### src/verilog/sprs_pkg.sv
// sprs_pkg: constants for the serial pin route select block
// assumes an 8-bit memory-mapped register port with 12-bit byte addresses
package sprs_pkg;
  localparam int         ADDR_W          = 12;
  localparam logic [11:0] SWAP_OFFSET    = 12'hF57;
  localparam logic [11:0] ROUTE_OFFSET   = 12'hFCB;
  localparam logic [7:0]  SWAP_RESET     = 8'h00;
  localparam logic [7:0]  ROUTE_RESET    = 8'h00;
  localparam logic [7:0]  SWAP_MASK      = 8'h03;
  localparam logic [7:0]  ROUTE_MASK     = 8'hD3;
  localparam int          TIMER_SEL_LSB  = 6;
  localparam int          GROUP_SEL_BIT  = 4;
  localparam int          PAIR_SEL_LSB   = 0;
  localparam int          SWAP_ONE_BIT   = 1;
  localparam int          SWAP_ZERO_BIT  = 0;
  localparam logic [1:0]  PAIR_ASYNC_TWI = 2'h0;
  localparam logic [1:0]  PAIR_ASYNC_SYN = 2'h1;
  localparam logic [1:0]  PAIR_SYN_TWI   = 2'h2;
  localparam logic [1:0]  TSRC_PORT7     = 2'h0;
  localparam logic [1:0]  TSRC_RX_ZERO   = 2'h1;
  localparam logic [1:0]  TSRC_RX_ONE    = 2'h2;
endpackage : sprs_pkg

### src/verilog/sprs_cfg_if.sv
// sprs_cfg_if: decoded routing settings passed from register file to router
// assumes one clock domain; carries levels only
`timescale 1ns/10ps
interface sprs_cfg_if;
  logic [1:0] timerSel;
  logic       groupSel;
  logic [1:0] pairSel;
  logic       swapOne;
  logic       swapZero;
  modport regs  (output timerSel, output groupSel, output pairSel, output swapOne, output swapZero);
  modport route (input timerSel, input groupSel, input pairSel, input swapOne, input swapZero);
endinterface : sprs_cfg_if

### src/verilog/serial_pin_route_select.sv
// serial_pin_route_select: steers serial unit pins, events and timer capture input
// assumes pins arrive asynchronous; unit-side signals are on clk
// Function
// - at most two of the three serial units are active, chosen by the pair field
// - timer field bits 7:6 pick capture source: port7 bit2, port2 bit1 (rx zero pin in group 0 unswapped), port9 bit1 (rx one pin unswapped)
// - group bit 4 puts async zero, and sync zero in pair 10, on port2 bits 0-2 or port B bits 4-6
// - pair field bits 1:0: async+twi, async+sync, sync+twi; 11 reserved
// - latches six, seven, fifteen carry events according to the pair field
// - swap bit 1 exchanges receive and transmit of async one on port 9
// - swap bit 0 exchanges receive and transmit of async zero in its group
// - two-wire on port2 bits 3/4; sync zero on port2 bits 3-5 in pair 01
// - pins not claimed by a serial function stay general port pins
`timescale 1ns/10ps
module serial_pin_route_select (
  input  wire logic                        clk,
  input  wire logic                        sys_rst,
  input  wire logic [sprs_pkg::ADDR_W-1:0] regAddr,
  input  wire logic                        regWr,
  input  wire logic                        regRd,
  input  wire logic [7:0]                  regWdata,
  output      logic [7:0]                  regRdata_ff,
  // pin inputs: port2 bits 0-5, port B bits 4-6, port9 bits 0-1, port7 bit 2
  input  wire logic [5:0]                  port2In,
  input  wire logic [2:0]                  portbIn,
  input  wire logic [1:0]                  port9In,
  input  wire logic                        port7Bit2In,
  // unit side: outputs of the serial units and their enables
  input  wire logic                        txZero,
  input  wire logic                        txOne,
  input  wire logic                        syncOut,
  input  wire logic                        syncClkOut,
  input  wire logic                        syncClkOe,
  input  wire logic                        twiDataOe,
  input  wire logic                        twiClkOe,
  input  wire logic                        txZeroEvent,
  input  wire logic                        rxZeroEvent,
  input  wire logic                        syncEvent,
  input  wire logic                        twiEvent,
  // pin side: serial function drive, enable and claim
  output      logic [5:0]                  port2Out_ff,
  output      logic [5:0]                  port2Oe_ff,
  output      logic [5:0]                  port2Serial_ff,
  output      logic [2:0]                  portbOut_ff,
  output      logic [2:0]                  portbOe_ff,
  output      logic [2:0]                  portbSerial_ff,
  output      logic [1:0]                  port9Out_ff,
  output      logic [1:0]                  port9Oe_ff,
  // unit side outputs
  output      logic                        rxZero_ff,
  output      logic                        rxOne_ff,
  output      logic                        syncIn_ff,
  output      logic                        syncClkIn_ff,
  output      logic                        twiDataIn_ff,
  output      logic                        twiClkIn_ff,
  output      logic                        timerCapture_ff,
  output      logic [1:0]                  activeUnits_ff,
  output      logic                        latchSix_ff,
  output      logic                        latchSeven_ff,
  output      logic                        latchFifteen_ff
);
  sprs_cfg_if cfg ();

  sprs_regs u_regs (
    .clk        (clk),
    .sys_rst    (sys_rst),
    .regAddr    (regAddr),
    .regWr      (regWr),
    .regRd      (regRd),
    .regWdata   (regWdata),
    .regRdata_ff(regRdata_ff),
    .cfg        (cfg.regs)
  );

  // two-stage synchronisers; stage one is read by stage two only
  logic [11:0] pinMeta_ff;
  logic [11:0] pinSync_ff;
  always_ff @(posedge clk or posedge sys_rst) begin
    if (sys_rst) begin
      pinMeta_ff <= 12'h000;
      pinSync_ff <= 12'h000;
    end else begin
      pinMeta_ff <= {port7Bit2In, port9In, portbIn, port2In};
      pinSync_ff <= pinMeta_ff;
    end
  end
  logic [5:0] p2;
  logic [2:0] pb;
  logic [1:0] p9;
  logic       p72;
  assign p2  = pinSync_ff[5:0];
  assign pb  = pinSync_ff[8:6];
  assign p9  = pinSync_ff[10:9];
  assign p72 = pinSync_ff[11];

  logic asyncOn;
  logic syncOn;
  logic twiOn;
  logic [5:0] nxtP2Out, nxtP2Oe, nxtP2Ser;
  logic [2:0] nxtPbOut, nxtPbOe, nxtPbSer;
  logic [1:0] nxtP9Out, nxtP9Oe;
  logic [1:0] nxtActive;
  logic nxtRx0, nxtRx1, nxtSi, nxtSclk, nxtSda, nxtScl, nxtCap;
  logic nxtL6, nxtL7, nxtL15;
  logic [2:0] grpIn;
  logic [2:0] grpOut, grpOe, grpSer;

  always_comb begin
    asyncOn = 1'b0;
    syncOn  = 1'b0;
    twiOn   = 1'b0;
    case (cfg.pairSel)
      sprs_pkg::PAIR_ASYNC_TWI: begin asyncOn = 1'b1; twiOn  = 1'b1; end
      sprs_pkg::PAIR_ASYNC_SYN: begin asyncOn = 1'b1; syncOn = 1'b1; end
      sprs_pkg::PAIR_SYN_TWI:   begin syncOn  = 1'b1; twiOn  = 1'b1; end
      default: ; // reserved: nothing active, port2 and port B pins stay ports; async one still drives port 9
    endcase
    nxtActive = {twiOn | syncOn, asyncOn | syncOn};
    grpIn  = cfg.groupSel ? pb : p2[2:0];
    grpOut = 3'h0;
    grpOe  = 3'h0;
    grpSer = 3'h0;
    nxtRx0 = 1'b1;
    nxtSi  = 1'b0;
    nxtSclk = 1'b0;
    if (asyncOn) begin
      // first pin transmits, second receives unless swapped
      grpSer = 3'b011;
      if (cfg.swapZero) begin
        grpOut = {2'b00, 1'b0} | {1'b0, txZero, 1'b0};
        grpOe  = 3'b010;
        nxtRx0 = grpIn[0];
      end else begin
        grpOut = {2'b00, txZero};
        grpOe  = 3'b001;
        nxtRx0 = grpIn[1];
      end
    end else if (syncOn) begin
      // pair 10: sync zero in group as out, in, clock
      grpSer  = 3'b111;
      grpOut  = {syncClkOut, 1'b0, syncOut};
      grpOe   = {syncClkOe, 1'b0, 1'b1};
      nxtSi   = grpIn[1];
      nxtSclk = grpIn[2];
    end
    nxtP2Out = 6'h00;
    nxtP2Oe  = 6'h00;
    nxtP2Ser = 6'h00;
    nxtPbOut = 3'h0;
    nxtPbOe  = 3'h0;
    nxtPbSer = 3'h0;
    if (cfg.groupSel) begin
      nxtPbOut = grpOut;
      nxtPbOe  = grpOe;
      nxtPbSer = grpSer;
    end else begin
      nxtP2Out[2:0] = grpOut;
      nxtP2Oe[2:0]  = grpOe;
      nxtP2Ser[2:0] = grpSer;
    end
    nxtSda = 1'b1;
    nxtScl = 1'b1;
    if (twiOn) begin
      nxtP2Ser[4:3] = 2'b11;
      nxtP2Oe[4:3]  = {twiClkOe, twiDataOe}; // open drain: drive low only
      nxtSda = p2[3];
      nxtScl = p2[4];
    end else if (asyncOn && syncOn) begin
      nxtP2Ser[5:3] = 3'b111;
      nxtP2Out[5:3] = {syncClkOut, 1'b0, syncOut};
      nxtP2Oe[5:3]  = {syncClkOe, 1'b0, 1'b1};
      nxtSi   = p2[4];
      nxtSclk = p2[5];
    end
    // async one always on port 9
    nxtP9Out = cfg.swapOne ? {txOne, 1'b0} : {1'b0, txOne};
    nxtP9Oe  = cfg.swapOne ? 2'b10 : 2'b01;
    nxtRx1   = cfg.swapOne ? p9[0] : p9[1];
    case (cfg.timerSel)
      sprs_pkg::TSRC_PORT7:   nxtCap = p72;
      sprs_pkg::TSRC_RX_ZERO: nxtCap = p2[1];
      sprs_pkg::TSRC_RX_ONE:  nxtCap = p9[1];
      default:                nxtCap = 1'b0;
    endcase
    nxtL6  = asyncOn ? rxZeroEvent : (syncOn & syncEvent);
    nxtL7  = asyncOn & txZeroEvent;
    nxtL15 = twiOn ? twiEvent : (syncOn & syncEvent);
  end

  always_ff @(posedge clk or posedge sys_rst) begin
    if (sys_rst) begin
      port2Out_ff     <= 6'h00;
      port2Oe_ff      <= 6'h00;
      port2Serial_ff  <= 6'h00;
      portbOut_ff     <= 3'h0;
      portbOe_ff      <= 3'h0;
      portbSerial_ff  <= 3'h0;
      port9Out_ff     <= 2'h0;
      port9Oe_ff      <= 2'h0;
      rxZero_ff       <= 1'b1;
      rxOne_ff        <= 1'b1;
      syncIn_ff       <= 1'b0;
      syncClkIn_ff    <= 1'b0;
      twiDataIn_ff    <= 1'b1;
      twiClkIn_ff     <= 1'b1;
      timerCapture_ff <= 1'b0;
      activeUnits_ff  <= 2'h0;
      latchSix_ff     <= 1'b0;
      latchSeven_ff   <= 1'b0;
      latchFifteen_ff <= 1'b0;
    end else begin
      port2Out_ff     <= nxtP2Out;
      port2Oe_ff      <= nxtP2Oe;
      port2Serial_ff  <= nxtP2Ser;
      portbOut_ff     <= nxtPbOut;
      portbOe_ff      <= nxtPbOe;
      portbSerial_ff  <= nxtPbSer;
      port9Out_ff     <= nxtP9Out;
      port9Oe_ff      <= nxtP9Oe;
      rxZero_ff       <= nxtRx0;
      rxOne_ff        <= nxtRx1;
      syncIn_ff       <= nxtSi;
      syncClkIn_ff    <= nxtSclk;
      twiDataIn_ff    <= nxtSda;
      twiClkIn_ff     <= nxtScl;
      timerCapture_ff <= nxtCap;
      activeUnits_ff  <= nxtActive;
      latchSix_ff     <= nxtL6;
      latchSeven_ff   <= nxtL7;
      latchFifteen_ff <= nxtL15;
    end
  end

  a_reserved_idle : assert property (@(posedge clk) disable iff (sys_rst)
    cfg.pairSel == 2'h3 |=> port2Serial_ff == 6'h00 && portbSerial_ff == 3'h0)
    else $error("reserved pair claimed pins");
  a_twi_pins : assert property (@(posedge clk) disable iff (sys_rst)
    cfg.pairSel != 2'h1 && cfg.pairSel != 2'h3 |=> port2Serial_ff[4:3] == 2'b11)
    else $error("two-wire pins not claimed");
  a_group_place : assert property (@(posedge clk) disable iff (sys_rst)
    cfg.groupSel && cfg.pairSel != 2'h3 |=> port2Serial_ff[2:0] == 3'h0 && portbSerial_ff != 3'h0)
    else $error("group select misplaced");
  a_swap_one : assert property (@(posedge clk) disable iff (sys_rst)
    cfg.swapOne |=> port9Oe_ff == 2'b10)
    else $error("async one swap wrong");
  a_swap_zero : assert property (@(posedge clk) disable iff (sys_rst)
    cfg.pairSel[1] == 1'b0 && !cfg.swapZero && !cfg.groupSel |=> port2Oe_ff[1:0] == 2'b01)
    else $error("async zero pins wrong");
  a_latch_seven : assert property (@(posedge clk) disable iff (sys_rst)
    cfg.pairSel == 2'h2 |=> !latchSeven_ff)
    else $error("latch seven active in pair 10");
  a_latch_fifteen : assert property (@(posedge clk) disable iff (sys_rst)
    cfg.pairSel == 2'h1 && syncEvent |=> latchFifteen_ff)
    else $error("sync event missing on latch fifteen");
  a_timer_src : assert property (@(posedge clk) disable iff (sys_rst)
    cfg.timerSel == 2'h2 |=> timerCapture_ff == $past(p9[1]))
    else $error("timer capture source wrong");
  a_two_units : assert property (@(posedge clk) disable iff (sys_rst)
    cfg.pairSel != 2'h3 |=> activeUnits_ff == 2'b11)
    else $error("pair does not enable two units");
  c_pair_sync : cover property (@(posedge clk) cfg.pairSel == 2'h1 && cfg.groupSel);
  c_pair_twi : cover property (@(posedge clk) cfg.pairSel == 2'h2);
  c_swapped : cover property (@(posedge clk) cfg.swapZero && cfg.swapOne);
endmodule : serial_pin_route_select

### src/verilog/sprs_regs.sv
// sprs_regs: the two routing control registers on the byte register port
// assumes single-cycle write strobe and registered read data
`timescale 1ns/10ps
module sprs_regs (
  input  wire logic                           clk,
  input  wire logic                           sys_rst,
  input  wire logic [sprs_pkg::ADDR_W-1:0]    regAddr,
  input  wire logic                           regWr,
  input  wire logic                           regRd,
  input  wire logic [7:0]                     regWdata,
  output      logic [7:0]                     regRdata_ff,
  sprs_cfg_if.regs                            cfg
);
  logic [7:0] swap_ff;
  logic [7:0] route_ff;
  logic [7:0] nxt_swap;
  logic [7:0] nxt_route;
  logic [7:0] nxt_rdata;

  always_comb begin
    nxt_swap  = swap_ff;
    nxt_route = route_ff;
    nxt_rdata = regRdata_ff;
    // unused bits are masked so they never store a value
    if (regWr && regAddr == sprs_pkg::SWAP_OFFSET) nxt_swap = regWdata & sprs_pkg::SWAP_MASK;
    if (regWr && regAddr == sprs_pkg::ROUTE_OFFSET) nxt_route = regWdata & sprs_pkg::ROUTE_MASK;
    if (regRd) begin
      if (regAddr == sprs_pkg::SWAP_OFFSET) nxt_rdata = swap_ff;
      else if (regAddr == sprs_pkg::ROUTE_OFFSET) nxt_rdata = route_ff;
      else nxt_rdata = 8'h00;
    end
  end

  always_ff @(posedge clk or posedge sys_rst) begin
    if (sys_rst) begin
      swap_ff     <= sprs_pkg::SWAP_RESET;
      route_ff    <= sprs_pkg::ROUTE_RESET;
      regRdata_ff <= 8'h00;
    end else begin
      swap_ff     <= nxt_swap;
      route_ff    <= nxt_route;
      regRdata_ff <= nxt_rdata;
    end
  end

  assign cfg.timerSel = route_ff[sprs_pkg::TIMER_SEL_LSB +: 2];
  assign cfg.groupSel = route_ff[sprs_pkg::GROUP_SEL_BIT];
  assign cfg.pairSel  = route_ff[sprs_pkg::PAIR_SEL_LSB +: 2];
  assign cfg.swapOne  = swap_ff[sprs_pkg::SWAP_ONE_BIT];
  assign cfg.swapZero = swap_ff[sprs_pkg::SWAP_ZERO_BIT];

  a_unused_zero : assert property (@(posedge clk) disable iff (sys_rst)
    (route_ff & ~sprs_pkg::ROUTE_MASK) == 8'h00 && (swap_ff & ~sprs_pkg::SWAP_MASK) == 8'h00)
    else $error("unused register bits not zero");
  a_write_lands : assert property (@(posedge clk) disable iff (sys_rst)
    regWr && regAddr == sprs_pkg::ROUTE_OFFSET |=> route_ff == ($past(regWdata) & sprs_pkg::ROUTE_MASK))
    else $error("route register write lost");
endmodule : sprs_regs
### config.mk
export PLATFORM = sky130hd
export DESIGN_NAME = serial_pin_route_select
export DESIGN_NICKNAME = d
export VERILOG_FILES = /design/src/verilog/sprs_pkg.sv /design/src/verilog/sprs_cfg_if.sv /design/src/verilog/serial_pin_route_select.sv /design/src/verilog/sprs_regs.sv
export SDC_FILE = /design/constraint.sdc
export NUM_CORES = 1
export LEC_CHECK = 0
export ABC_CLOCK_PERIOD_IN_PS = 3200
export BUFFER_PORTS_ARGS = -buffer_cell sky130_fd_sc_hd__buf_2
export CORE_MARGIN = 1.5
export CORE_UTILIZATION = 48
export CTS_CLUSTER_SIZE = 24
export DETAILED_ROUTE_END_ITERATION = 16
export GPL_TIMING_DRIVEN = 0
export PLACE_DENSITY_LB_ADDON = 0.1
export SLEW_MARGIN = 20
export SYNTH_ARGS = -nofsm -noshare
export SYNTH_HDL_FRONTEND = slang
export SYNTH_SLANG_ARGS = --single-unit
### constraint.sdc
create_clock -name clk -period 3.2 [get_ports clk]
set_clock_uncertainty 0.05 [all_clocks]
set_input_delay 0.64 -clock clk [delete_from_list [all_inputs] [get_ports clk]]
set_output_delay 0.64 -clock clk [all_outputs]
set_load 0.01 [all_outputs]
==> reports/metrics.yaml <==
status: "finished clean"
synth_cells: 179
viasPerCell: 4.58
finalHoldViolations: 0
timing.final.max_slew_violations: 0
fin_crit_sh: 0.570
startpoint_type: "flip-flop"
root_buffer: "clkbuf_8"
post-route-min-period_ps: 1820
grt_max_degree: 52
hold_buffers: 0
via_count: 1645
syn_to_final_growth_pct: 29.2
hold_path_class: "in -> async"
synthTopCellsByCount: "69 x dfrtp_1, 12 x inv_1, 9 x buf_4"
antenna_found_initial: 0
initial_core_util: 0.502
drive_gt1_frac: 0.474
cts_num_sinks: 73
die_x_um: 76.6
power_density_nw_per_um2: 505
ant_nets: 0
synthArstFlopShare: 1.00
cts_made_buffers: 9
ir_drop_mv: 0.289
io_pins: 98
setup_viol: 0
synth-edff-count: 0
synthTopCellsByArea: "dfrtp_1 66%, dfstp_2 4.0%, mux2_2 3.5%, ha_1 3.4%, buf_4 2.6%"
grt_overflow: 0
clock_latency_ps: 340
synthFlopType: "dfrtp_1"
portBuffers: 90
crit_required_ps: 3410
diodes: 0
drcViolationCount: 0
crit_chain: "inv_1 > ha_1 > buf_6 > nor3b_1 > nand2_1 > o21ai_0"
rsz0062_at_grt: "false"
rows: 26
cts_resized: 0
timing.setup.tns_ps: 0
num-fill-cells: 401
grt_first_pass_wirelength_um: 7230
critPathCaptureType: "flip-flop"
yosysTopAreaCell: "dfrtp_1"
place.gp.congestion: 0.813
layout.cells.non_filler: 359
crit_slowest_cell: "dfrtp_1"
maxCapViolCount: 0
ys_seq_elements: 73
first_global_vias: 1583
path_clk_slew_ps: 70
critPathMaxStageDelay_ps: 480
drtIter0Drc: 60
multi_input_area_um2: 651
place_hpwl_um: 3220
syn_avg_cell_area_um2: 14.5
die_height_um: 76.6
finalPower_mw: 1.69
syn-cell-area_um2: 2600
dp_cells: 343
track_usage: 0.165
crit_fanout: 10
drt-pass1-iter-count: 4
routed_wl_um: 4310
yosysUniqueCellTypes: 34
synth_top_cell_area_share: 0.664
place_area_um2: 3180
ys_warn_count: 0
fmax_ghz: 0.549
worst_ep_arrival_time_ps: 2030
yosysMostFrequentCell: "dfrtp_1"
path_class: "reg -> reg"
synth_seq_area_share: 0.705
cts_buffer_depth: 2
finalNetCount: 338
wire_per_inst_um: 12.0
place_ws_ps: 1330
seq_area_um2: 1830
htree_levels: 3
cts_tree: "built"
fin_area_um2: 3360
fin_ws_ps: 1380
post_cts_buffers: 0
p_leak_nw: 1.74
core-area_um2: 5170
die_area_um2: 5860
[registers in the layout, summed over array words and instances (netlist names), 2 cells and up]
name                cells
pinMeta_ff             12
port2Out_ff             5
pinSync_ff             12
u_regs.regRdata_ff      5
u_regs.swap_ff          2
u_regs.route_ff         5
port9Oe_ff              2
port2Oe_ff              6
port9Out_ff             2
portbOe_ff              3
portbSerial_ff          2
portbOut_ff             3
port2Serial_ff          3
[report_power, final]
part / switching (mW) / leakage (nW) / total [mW] / internal (mW)
clock network: 0.299 / 0.0941 / 0.656 / 0.357
registers: 0.00712 / 0.911 / 0.956 / 0.949
logic: 0.0431 / 0.738 / 0.0835 / 0.0404
total: 0.349 / 1.74 / 1.69 / 1.35
[critical path: cells and delay by family, from the launching register on]
kind | cells | cell delay [ps]
and+or+nand+nor | 2 | 540
DFF | 1 | 480
adders and majority gates | 1 | 230
buffers and inverters | 2 | 280
AOI/OAI and AO/OA | 1 | 170
[metrics by stage]
step,utilization,hold slack [ps]
6_report,0.649,200
5_1_grt,0.649,206
4_1_cts,0.649,188
3_5_place_dp,0.614,286
3_3_place_gp,0.609,283
2_1_floorplan,-,281
[path summary, 6_finish.rpt]
path / slack, ps / cells after the start / to / start
setup / recovery: 1380 / 6 / syncIn_ff / u_regs.route_ff[0]
hold / removal: 200 / 2 / pinSync_ff[0] / sys_rst
setup reg to reg: 1380 / 6 / syncIn_ff / u_regs.route_ff[0]
hold reg to reg: 300 / 0 / pinSync_ff[4] / pinMeta_ff[4]
max in group asynchronous: 2330 / 3 / twiDataIn_ff / sys_rst
min in group clk: 300 / 0 / pinSync_ff[4] / pinMeta_ff[4]
[layer usage]
layer | global-route usage | vias up | wire, um
met1 | 0.202 | 767 | 1830
met4 | 0.115 | 0 | 129
met5 | 0 | - | 0
met2 | 0.253 | 62 | 2080
li1 | - | 805 | -
met3 | 0.0479 | 11 | 274
[cell type report]
cell class | count | area share
buffer | 11 | 0.0246
tap | 70 | 0.0261
clock buffer | 12 | 0.0402
timing repair buffer | 91 | 0.142
inverter | 12 | 0.0142
clock inverter | 4 | 0.0134
multi-input combinational | 86 | 0.194
sequential | 73 | 0.545
[kinds of logic (layout without fill, tap and decap cells)]
family                     count (synthesis)  count (layout)  share of synthesized area
other                                      1               4                    0.00144
and+or+nand+nor                           46              46                      0.115
adders and majority gates                  7               7                     0.0337
buffers and inverters                     23             130                     0.0491
AOI/OAI and AO/OA                         17              17                     0.0414
DFF                                       73              73                      0.705
muxes                                     12              12                     0.0549
[placed cells by master (no fill, tap or decap), drive strengths merged, types with 2 or more instances in the layout]
cell type  count
mux2i          3
nand3          3
nand2b         2
and3           7
buf          101
and2           5
ha             7
nand4          4
dfstp          4
clkbuf        13
nor2           8
o21ai          7
o221ai         2
nor2b          3
and4bb         2
inv           12
or2            3
a211oi         2
conb           4
nand2          4
o22ai          3
dfrtp         69
mux2           8
clkinv         3
(Power assumes the default switching activity.)
